**src/sbcint_pkg.sv**
```systemverilog
package sbcint_pkg;
    // Oscillator rate and interrupt timing
    localparam int CLK_MHZ     = 125;
    localparam int INT_TO_US   = 6000;
    localparam int INT_TO_CYC  = INT_TO_US * CLK_MHZ;
    localparam int INT_MIN_US  = 10;
    localparam int INT_MIN_CYC = INT_MIN_US * CLK_MHZ;
    localparam int TMR_W       = 20;

    // Command and register addresses
    localparam logic [2:0] CMD_READ_ONLY = 3'h7;
    localparam logic [2:0] ADDR_WAKE     = 3'h0;
    localparam logic [2:0] ADDR_FAIL_A   = 3'h1;
    localparam logic [2:0] ADDR_FAIL_B   = 3'h2;

    // Source vector positions
    localparam int SRC_N   = 15;
    localparam int W_LO    = 0;
    localparam int W_HI    = 3;
    localparam int FA_LO   = 4;
    localparam int FA_HI   = 8;
    localparam int FB_LO   = 9;
    localparam int FB_HI   = 14;
    localparam int R_UVA   = 9;
    localparam int R_UVB   = 10;
    localparam int R_OCB   = 11;
    localparam int F_RST   = 13;
    localparam int SUM_BIT = 7;
    localparam int RD_W    = 8;

    // Bit groups and reset values
    localparam logic [14:0] STATE_BITS    = 15'h0FF0;
    localparam logic [14:0] UV_BITS       = 15'h0600;
    localparam logic [14:0] REG_WAKE_BITS = 15'h000F;
    localparam logic [14:0] REG_FA_BITS   = 15'h01F0;
    localparam logic [14:0] REG_FB_BITS   = 15'h7E00;
    localparam logic [14:0] MASK_RST      = 15'h7FFF;
endpackage

```
**src/sbcint_pulse_if.sv**
```systemverilog
interface sbcint_pulse_if;
    logic request;
    logic read_rel;
    logic enable;
    logic accept;
    logic int_low;

    modport ctrl (
        input  request,
        input  read_rel,
        input  enable,
        output accept,
        output int_low
    );
    modport user (
        output request,
        output read_rel,
        output enable,
        input  accept,
        input  int_low
    );
endinterface

```
**src/sbcint_top.sv**
```systemverilog
module sbcint_top #(
    parameter int TO_CYC = sbcint_pkg::INT_TO_CYC
) (
    // Clock and reset
    input  wire logic        clk,
    input  wire logic        rstn,
    // Wake sources, asynchronous levels
    input  wire logic        wake_from_can,
    input  wire logic        wake_from_lin,
    input  wire logic        wake_from_pin,
    input  wire logic        periodic_wake,
    // Temperature and bus faults, asynchronous levels
    input  wire logic        main_rail_overtemp_prewarn,
    input  wire logic        aux_rail_a_overtemp,
    input  wire logic        bus_transceiver_overtemp,
    input  wire logic        can_bus_failure,
    input  wire logic        lin_bus_failure,
    // Rail faults, asynchronous levels
    input  wire logic        aux_rail_a_undervoltage,
    input  wire logic        aux_rail_b_undervoltage,
    input  wire logic        aux_rail_b_overcurrent,
    // Chip failures, asynchronous levels
    input  wire logic        spi_frame_corrupt,
    input  wire logic        reset_event,
    input  wire logic        bad_watchdog_config,
    // Rail and mode control, same clock
    input  wire logic        aux_rail_a_on,
    input  wire logic        aux_rail_b_on,
    input  wire logic        aux_rail_a_switch_on,
    input  wire logic        aux_rail_b_switch_on,
    input  wire logic        sw_dev_mode,
    input  wire logic        int_mode_active,
    input  wire logic        restart_done,
    // Mask control, same clock
    input  wire logic        mask_wr,
    input  wire logic [14:0] mask_wdata,
    output logic      [14:0] int_mask,
    // Status read from the serial slave, same clock
    input  wire logic        spi_cmd_valid,
    input  wire logic [2:0]  spi_cmd,
    input  wire logic [2:0]  spi_addr,
    output logic      [7:0]  spi_rdata,
    output logic             spi_rdata_valid,
    // Interrupt pin, open drain
    input  wire logic        int_pin_in,
    output logic             int_pin_out,
    output logic             int_pin_oe,
    // Initialisation
    input  wire logic        reset_output_n,
    output logic             cfg_group_2_4
);
    logic [16:0] sync_d;
    logic [16:0] sync_q;
    logic [14:0] src_s;
    logic        pin_s;
    logic        rstout_s;
    logic        rstout_q;
    logic        cfg_sample;
    logic [14:0] gate;
    logic [14:0] g;
    logic [14:0] g_q;
    logic [14:0] set_vec;
    logic [14:0] irq_vec;
    logic [14:0] lat;
    logic [14:0] status;
    logic [14:0] clr;
    logic        summary;
    logic        rd_go;
    logic        rel;
    logic        irq_go;
    logic        pend;

    sbcint_pulse_if pif ();

    function automatic logic [14:0] reg_bits(input logic [2:0] addr);
        logic [14:0] r;
        r = '0;
        if (addr == sbcint_pkg::ADDR_WAKE) begin
            r = sbcint_pkg::REG_WAKE_BITS;
        end else if (addr == sbcint_pkg::ADDR_FAIL_A) begin
            r = sbcint_pkg::REG_FA_BITS;
        end else if (addr == sbcint_pkg::ADDR_FAIL_B) begin
            r = sbcint_pkg::REG_FB_BITS;
        end
        return r;
    endfunction

    function automatic logic [7:0] rd_word(input logic [2:0] addr,
                                           input logic [14:0] st,
                                           input logic sum);
        logic [7:0] w;
        w = '0;
        if (addr == sbcint_pkg::ADDR_WAKE) begin
            w = {sum, 3'h0, st[sbcint_pkg::W_HI:sbcint_pkg::W_LO]};
        end else if (addr == sbcint_pkg::ADDR_FAIL_A) begin
            w = {3'h0, st[sbcint_pkg::FA_HI:sbcint_pkg::FA_LO]};
        end else if (addr == sbcint_pkg::ADDR_FAIL_B) begin
            w = {2'h0, st[sbcint_pkg::FB_HI:sbcint_pkg::FB_LO]};
        end
        return w;
    endfunction

    assign sync_d = {reset_output_n, int_pin_in,
                     bad_watchdog_config, reset_event, spi_frame_corrupt,
                     aux_rail_b_overcurrent, aux_rail_b_undervoltage,
                     aux_rail_a_undervoltage,
                     lin_bus_failure, can_bus_failure, bus_transceiver_overtemp,
                     aux_rail_a_overtemp, main_rail_overtemp_prewarn,
                     periodic_wake, wake_from_pin, wake_from_lin, wake_from_can};

    sbcint_sync #(
        .W (17)
    ) u_sync (
        .clk  (clk),
        .rstn (rstn),
        .d    (sync_d),
        .q    (sync_q)
    );

    assign src_s    = sync_q[14:0];
    assign pin_s    = sync_q[15];
    assign rstout_s = sync_q[16];

    always_comb begin
        gate                    = '1;
        gate[sbcint_pkg::R_UVA] = aux_rail_a_on;
        gate[sbcint_pkg::R_UVB] = aux_rail_b_on;
        gate[sbcint_pkg::R_OCB] = aux_rail_b_on;
        gate[sbcint_pkg::F_RST] = sw_dev_mode;
    end

    assign g = src_s & gate;

    always_ff @(posedge clk or negedge rstn) begin
        if (!rstn) begin
            g_q <= '0;
        end else begin
            g_q <= g;
        end
    end

    always_comb begin
        set_vec                    = g & ~g_q;
        set_vec[sbcint_pkg::R_UVA] = set_vec[sbcint_pkg::R_UVA] | aux_rail_a_switch_on;
        set_vec[sbcint_pkg::R_UVB] = set_vec[sbcint_pkg::R_UVB] | aux_rail_b_switch_on;
    end

    assign irq_vec = set_vec | (~g & g_q & gate & sbcint_pkg::UV_BITS);

    assign rd_go = spi_cmd_valid && (spi_cmd == sbcint_pkg::CMD_READ_ONLY);
    assign rel   = rd_go && (spi_addr == sbcint_pkg::ADDR_WAKE);

    assign clr = rd_go ? reg_bits(spi_addr) : '0;

    // event bits, set wins over clear
    always_ff @(posedge clk or negedge rstn) begin
        if (!rstn) begin
            lat <= '0;
        end else begin
            lat <= (lat & ~clr) | set_vec;
        end
    end

    assign status = lat | (g & sbcint_pkg::STATE_BITS);

    assign summary = |(status & (sbcint_pkg::REG_FA_BITS | sbcint_pkg::REG_FB_BITS));

    always_ff @(posedge clk or negedge rstn) begin
        if (!rstn) begin
            int_mask <= sbcint_pkg::MASK_RST;
        end else if (restart_done) begin
            int_mask <= sbcint_pkg::MASK_RST;
        end else if (mask_wr) begin
            int_mask <= mask_wdata;
        end
    end

    assign irq_go = int_mode_active && ((irq_vec & int_mask) != '0);

    // events in the gap wait here
    // read absorbs events of the current pulse
    always_ff @(posedge clk or negedge rstn) begin
        if (!rstn) begin
            pend <= 1'b0;
        end else if (irq_go) begin
            pend <= 1'b1;
        end else if (pif.accept || (rel && pif.int_low)) begin
            pend <= 1'b0;
        end
    end

    // pin only in normal and stop mode, never during init
    assign pif.request  = pend;
    assign pif.read_rel = rel;
    assign pif.enable   = int_mode_active && rstout_s;

    sbcint_pulse_ctrl #(
        .TO_CYC (TO_CYC)
    ) u_pulse (
        .clk  (clk),
        .rstn (rstn),
        .pif  (pif)
    );

    assign int_pin_oe = pif.int_low;

    always_ff @(posedge clk or negedge rstn) begin
        if (!rstn) begin
            int_pin_out <= 1'b0;
        end else begin
            int_pin_out <= 1'b0;
        end
    end

    // Status read: data shows the value before this read clears it
    always_ff @(posedge clk or negedge rstn) begin
        if (!rstn) begin
            spi_rdata       <= '0;
            spi_rdata_valid <= 1'b0;
        end else begin
            spi_rdata_valid <= spi_cmd_valid;
            if (spi_cmd_valid) begin
                spi_rdata <= rd_word(spi_addr, status, summary);
            end
        end
    end

    // pin read while reset output low
    always_ff @(posedge clk or negedge rstn) begin
        if (!rstn) begin
            rstout_q   <= 1'b0;
            cfg_sample <= 1'b0;
        end else begin
            rstout_q <= rstout_s;
            if (!rstout_s) begin
                cfg_sample <= pin_s;
            end
        end
    end

    always_ff @(posedge clk or negedge rstn) begin
        if (!rstn) begin
            cfg_group_2_4 <= 1'b0;
        end else if (rstout_s && !rstout_q) begin
            cfg_group_2_4 <= cfg_sample;
        end
    end
endmodule

```
**src/sbcint_sync.sv**
```systemverilog
module sbcint_sync #(
    parameter int W = 1
) (
    // Clock and reset
    input  wire logic         clk,
    input  wire logic         rstn,
    // Levels in and out
    input  wire logic [W-1:0] d,
    output logic      [W-1:0] q
);
    logic [W-1:0] meta;

    always_ff @(posedge clk or negedge rstn) begin
        if (!rstn) begin
            meta <= '0;
            q    <= '0;
        end else begin
            meta <= d;
            q    <= meta;
        end
    end
endmodule

```
**src/sbcint_pulse_ctrl.sv**
```systemverilog
module sbcint_pulse_ctrl #(
    parameter int TO_CYC = sbcint_pkg::INT_TO_CYC
) (
    // Clock and reset
    input  wire logic     clk,
    input  wire logic     rstn,
    // Pulse handshake
    sbcint_pulse_if.ctrl  pif
);
    typedef enum logic [1:0] {st_idle, st_low, st_gap} sbcint_pstate_e;

    localparam logic [sbcint_pkg::TMR_W-1:0] TO_LAST  = sbcint_pkg::TMR_W'(TO_CYC - 1);
    localparam logic [sbcint_pkg::TMR_W-1:0] MIN_LAST =
        sbcint_pkg::TMR_W'(sbcint_pkg::INT_MIN_CYC - 1);

    sbcint_pstate_e                  state;
    logic [sbcint_pkg::TMR_W-1:0]    tmr;
    logic                            rel_seen;
    logic [sbcint_pkg::TMR_W-1:0]    run_q;
    logic [sbcint_pkg::TMR_W-1:0]    gap_q;

    assign pif.accept = (state == st_idle) && pif.request && pif.enable;

    always_ff @(posedge clk or negedge rstn) begin
        if (!rstn) begin
            state       <= st_idle;
            tmr         <= '0;
            pif.int_low <= 1'b0;
        end else begin
            case (state)
                st_idle: begin
                    if (pif.accept) begin
                        state       <= st_low;
                        tmr         <= '0;
                        pif.int_low <= 1'b1;
                    end
                end
                st_low: begin
                    if (tmr >= MIN_LAST && (tmr >= TO_LAST || rel_seen || pif.read_rel)) begin
                        state       <= st_gap;
                        tmr         <= '0;
                        pif.int_low <= 1'b0;
                    end else begin
                        tmr <= tmr + 1'b1;
                    end
                end
                st_gap: begin
                    if (tmr >= TO_LAST) begin
                        state <= st_idle;
                    end else begin
                        tmr <= tmr + 1'b1;
                    end
                end
                default: begin
                    state <= st_idle;
                end
            endcase
        end
    end

    always_ff @(posedge clk or negedge rstn) begin
        if (!rstn) begin
            rel_seen <= 1'b0;
        end else if (state != st_low) begin
            rel_seen <= 1'b0;
        end else if (pif.read_rel) begin
            rel_seen <= 1'b1;
        end
    end

    // Lengths of the current low and high stretches, for checking only
    always_ff @(posedge clk or negedge rstn) begin
        if (!rstn) begin
            run_q <= '0;
            gap_q <= '1;
        end else begin
            run_q <= pif.int_low ? run_q + 1'b1 : '0;
            gap_q <= pif.int_low ? '0 : ((&gap_q) ? gap_q : gap_q + 1'b1);
        end
    end
endmodule

```
**config.mk**
```make
export PLATFORM = sky130hd
export DESIGN_NAME = sbcint_top
export DESIGN_NICKNAME = d
export VERILOG_FILES = /design/src/sbcint_pkg.sv /design/src/sbcint_pulse_if.sv /design/src/sbcint_top.sv /design/src/sbcint_sync.sv /design/src/sbcint_pulse_ctrl.sv
export SDC_FILE = /design/constraint.sdc
export NUM_CORES = 1
export LEC_CHECK = 0
export BUFFER_PORTS_ARGS = -buffer_cell sky130_fd_sc_hd__buf_2
export CELL_PAD_IN_SITES_DETAIL_PLACEMENT = 0
export CELL_PAD_IN_SITES_GLOBAL_PLACEMENT = 1
export CORE_MARGIN = 2
export CORE_UTILIZATION = 42
export CTS_BUF_LIST = sky130_fd_sc_hd__clkbuf_8
export CTS_CLUSTER_DIAMETER = 120
export CTS_CLUSTER_SIZE = 25
export DETAILED_ROUTE_END_ITERATION = 7
export PLACE_DENSITY_LB_ADDON = 0.1
export SETUP_SLACK_MARGIN = 0.5
export SLEW_MARGIN = 20
export SYNTH_ARGS = -nofsm -noshare
export SYNTH_HDL_FRONTEND = slang
export SYNTH_SLANG_ARGS = --single-unit
```
**constraint.sdc**
```tcl
create_clock -name clk -period 2.1 [get_ports clk]
set_input_delay 0.21 -clock clk [delete_from_list [all_inputs] [get_ports clk]]
set_output_delay 0.21 -clock clk [all_outputs]
set_load 0.005 [all_outputs]
```
==> summary.md <==
| Metric | Value |
|---|---|
| Status | finished clean |
| Skew final | 0.0111 ns |
| Vias in the first global route | 4044 |
| Hold Crit Depth | 3 |
| Most frequent cells in the layout | dfrtp_1 (95), buf_2 (72), nand2_1 (36), dlygate4sd3_1 (36), buf_4 (36) |
| HP Class | in2reg |
| R2r setup slk | 0.04 ns |
| DRT Pass-1 Iters | 4 |
| Crit-path max FO | 8 |
| Starting Density | 42.6% |
| Worst R2R Path Depth | 7 |
| Sink Count | 115 |
| R2r endpoint | u_pulse.tmr[16] |
| TritonCTS clock tree | yes |
| Top FF cell, synth | dfrtp_1 |
| DRC | 0 |
| All-Layer GR Usage | 20.7% |
| Worst path cell trace | ha_4 -> a311oi_4 -> o211ai_2 -> a2111oi_4 -> buf_6 -> o211ai_4 -> o311ai_2 |
| Most common cell after layout, fill and taps aside | dfrtp_1 |
| # IOs | 76 |
| Die height | 114 microns |
| Reg2reg start | u_pulse.tmr[0] |
| Dominant cells by area after synthesis | dfrtp_1 (49%), dfstp_2 (7.8%), o2111ai_1 (2.8%) |
| Die Wd | 114 microns |
| WL/cell | 16.6 microns |
| Final Core Density | 57.9% |
| Global-route wire length before repair | 20700 microns |
| H-tree Lvls | 4 |
| Final HPWL DP | 8570 microns |
| Achievable Freq | 484 MHz |
| Overflow after GRT | 0 |
| Synth Cell Area | 5070 sq um |
| Beginning of the worst hold path | aux_rail_b_on |
| Total power | 4.77 mW |
| FF+latch count, synth | 115 |
| Register area | 2900 sq um |
| Vias | 4089 |
| Area occupied by multi-input gates | 2180 sq um |
| Synth warn | 0 |
| Final setup fails | 0 |
| WP data arrival | 2.39 ns |
| GPL Wtd Cong | 0.863 |
| Worst-Skew Late Latency | 0.44 ns |
| Worst VDD drop | 0.476 mV |
| Share of cells above drive strength 1 | 35.8% |
| Asr flop ratio synth | 100% |
| Synth unique cells | 61 |
| Post-synth EDFFs | 0 |
| Yosys top cell by area | dfrtp_1 |
| CTS max path bufs | 2 |
| I/O Buffers | 73 |
| Vias/cell | 5.39 |
| Total wire length | 12600 microns |
| Slew at the pin closest to its max-slew limit | 0.703 ns |
| DIE AREA | 13000 sq um |
| Final ANT Viol Nets | 0 |
| Min Clock Period, post-route | 2.06 ns |
| Post-Synthesis Cells | 448 |
| Largest net degree at the start of global routing | 40 |
| Final period util | 98.3% |
| Crit Path Category | reg2reg |
| Slowest stage delay, CP | 0.43 ns |
| Sequential-to-total area share from yosys stat | 57.1% |
| Critical path startpoint category | flop |
| Max cap viols | 0 |
| WHS Endpoint | g_q[11] |
| PD cells | 692 nW/um^2 |
| Relative slew slack | 53.1% |
| Final net count | 655 |
| Synthesized area per cell | 11.3 sq um |
| Final hold vios | 0 |
| Critical path's slowest cell | dfrtp_2 |
| Synthesis-to-layout area growth | 35.9% |
| Final slew viol count | 0 |
| Core Area | 11900 sq um |
| Worst-path clk slew | 0.08 ns |
| N_diodes | 0 |
| Drt first-iter violations | 297 |
| Rows | 40 |
| CTS Root Buffer Type | clkbuf_8 |
| Synth top area share | 49.3% |
| Req. time, crit path | 2.43 ns |
| TritonCTS buffer count | 17 |
| Leakage power | 2.96 nW |
| RSZ-0062 raised after global routing | yes |
| Fill count | 1031 |
| CP endpoint kind | flop |
| Initial antenna violation count | 0 |
[metal layers]
layer  up-vias  track usage, %  wire, microns
met4         0            8.13            187
met1      1998            30.8           6290
met5         -               0              0
met3        18            4.62            608
met2       114            29.5           5550
li1       1959               -              -
[kinds of logic (layout without fill, tap and decap cells)]
logic type / count (synthesis) / in the layout / share of synthesized area [%]
AO/OA/AOI/OAI: 122 / 125 / 19.8
XOR/XNOR: 2 / 2 / 0.345
adder cells (fa/ha/maj): 7 / 7 / 1.73
buffers and inverters: 54 / 214 / 5.08
flip-flops: 115 / 115 / 57.1
multiplexers: 4 / 4 / 0.864
other: 1 / 2 / 0.0739
AND/OR/NAND/NOR: 143 / 143 / 15.0
[through the flow]
stage	setup TNS (ns)	cell area, sq um	worst slack [ns]	hold WS (ns)	std cells
6_report	0	6890	0.0355	0.0278	759
4_1_cts	0	6720	0.0646	0.00269	754
3_3_place_gp	0	5770	0.0613	0.147	677
2_1_floorplan	0	5110	0.107	-0.0856	449
3_5_place_dp	-0.159	5770	-0.0450	0.150	677
5_1_grt	-0.222	6890	-0.0414	0.0400	759
[area by class of cell]
cell class                 instances  area share, %
clock buffer                      19           3.79
clock inverter                    13           1.94
inverter                          28           1.53
multi-input combinational        283           31.7
sequential                       115           42.1
tap                              147           2.67
timing repair buffer             154           16.3
[synth_stat cells (2+ instances only)]
cell type	number
a211o_1	15
a211oi_1	4
a21o_1	9
a21oi_1	11
a221o_1	3
a22o_1	5
a22oi_1	2
a31o_1	2
a32o_1	3
and2_1	7
and4_1	4
buf_2	8
buf_4	2
buf_6	5
clkbuf_1	10
dfrtp_1	100
dfstp_2	15
ha_1	7
inv_1	28
mux2_2	2
nand2_1	36
nand2b_1	2
nand3_1	11
nand3b_1	4
nand4_1	12
nor2_1	21
nor2b_1	21
nor3_1	3
nor4_1	4
o2111ai_1	16
o211ai_1	10
o211ai_2	4
o21ai_0	6
o21ai_1	7
o22ai_1	6
o311ai_1	6
or2_2	2
or3_1	8
or4_1	4
xor2_1	2
[how the worst max path moves through the flow]
stage,startpoint,endpoint,slack [ns],cells past startpoint
3_3_place_gp,u_pulse.tmr[0],u_pulse.tmr[19],0.06,7
5_1_grt,u_pulse.tmr[0],u_pulse.tmr[19],-0.04,7
2_1_floorplan,u_pulse.tmr[0],u_pulse.tmr[12],0.11,8
4_1_cts,u_pulse.tmr[0],u_pulse.tmr[16],0.06,7
3_5_place_dp,u_pulse.tmr[1],u_pulse.tmr[19],-0.04,7
6_report,u_pulse.tmr[0],u_pulse.tmr[16],0.04,7
[what timing repair did]
action / 4_1_cts / 5_1_grt
pin swaps: 26 / 6
hold buffers: 36 / 0
setup buffers: 6 / 5
cloned: 3 / 0
setup endpoints to repair: 25 / 25
gates resized for setup: 25 / 26
endpoints found under the hold margin: 58 / 0
[state kept, by name (all words and copies together), names as in the netlist, 2 cells and up]
signal / flops
g_q: 15
spi_rdata: 7
lat: 15
u_pulse.tmr: 20
int_mask: 15
u_pulse.state: 2
u_sync.q: 17
u_sync.meta: 17
[critical path: cells and delay by family, from the launching register on]
kind	cells	cell delay (ns)
adder cells (fa/ha/maj)	1	0.17
flip-flops	1	0.43
buffers and inverters	1	0.21
AO/OA/AOI/OAI	5	1.13
[report_power, final]
group | leakage [nW] | total [mW] | switching [mW] | internal [mW]
registers | 1.32 | 2.38 | 0.0560 | 2.32
logic | 1.44 | 0.344 | 0.164 | 0.180
clock network | 0.192 | 2.04 | 0.932 | 1.11
total | 2.96 | 4.77 | 1.15 | 3.61
Note: power is estimated with default switching activity, not from simulation.
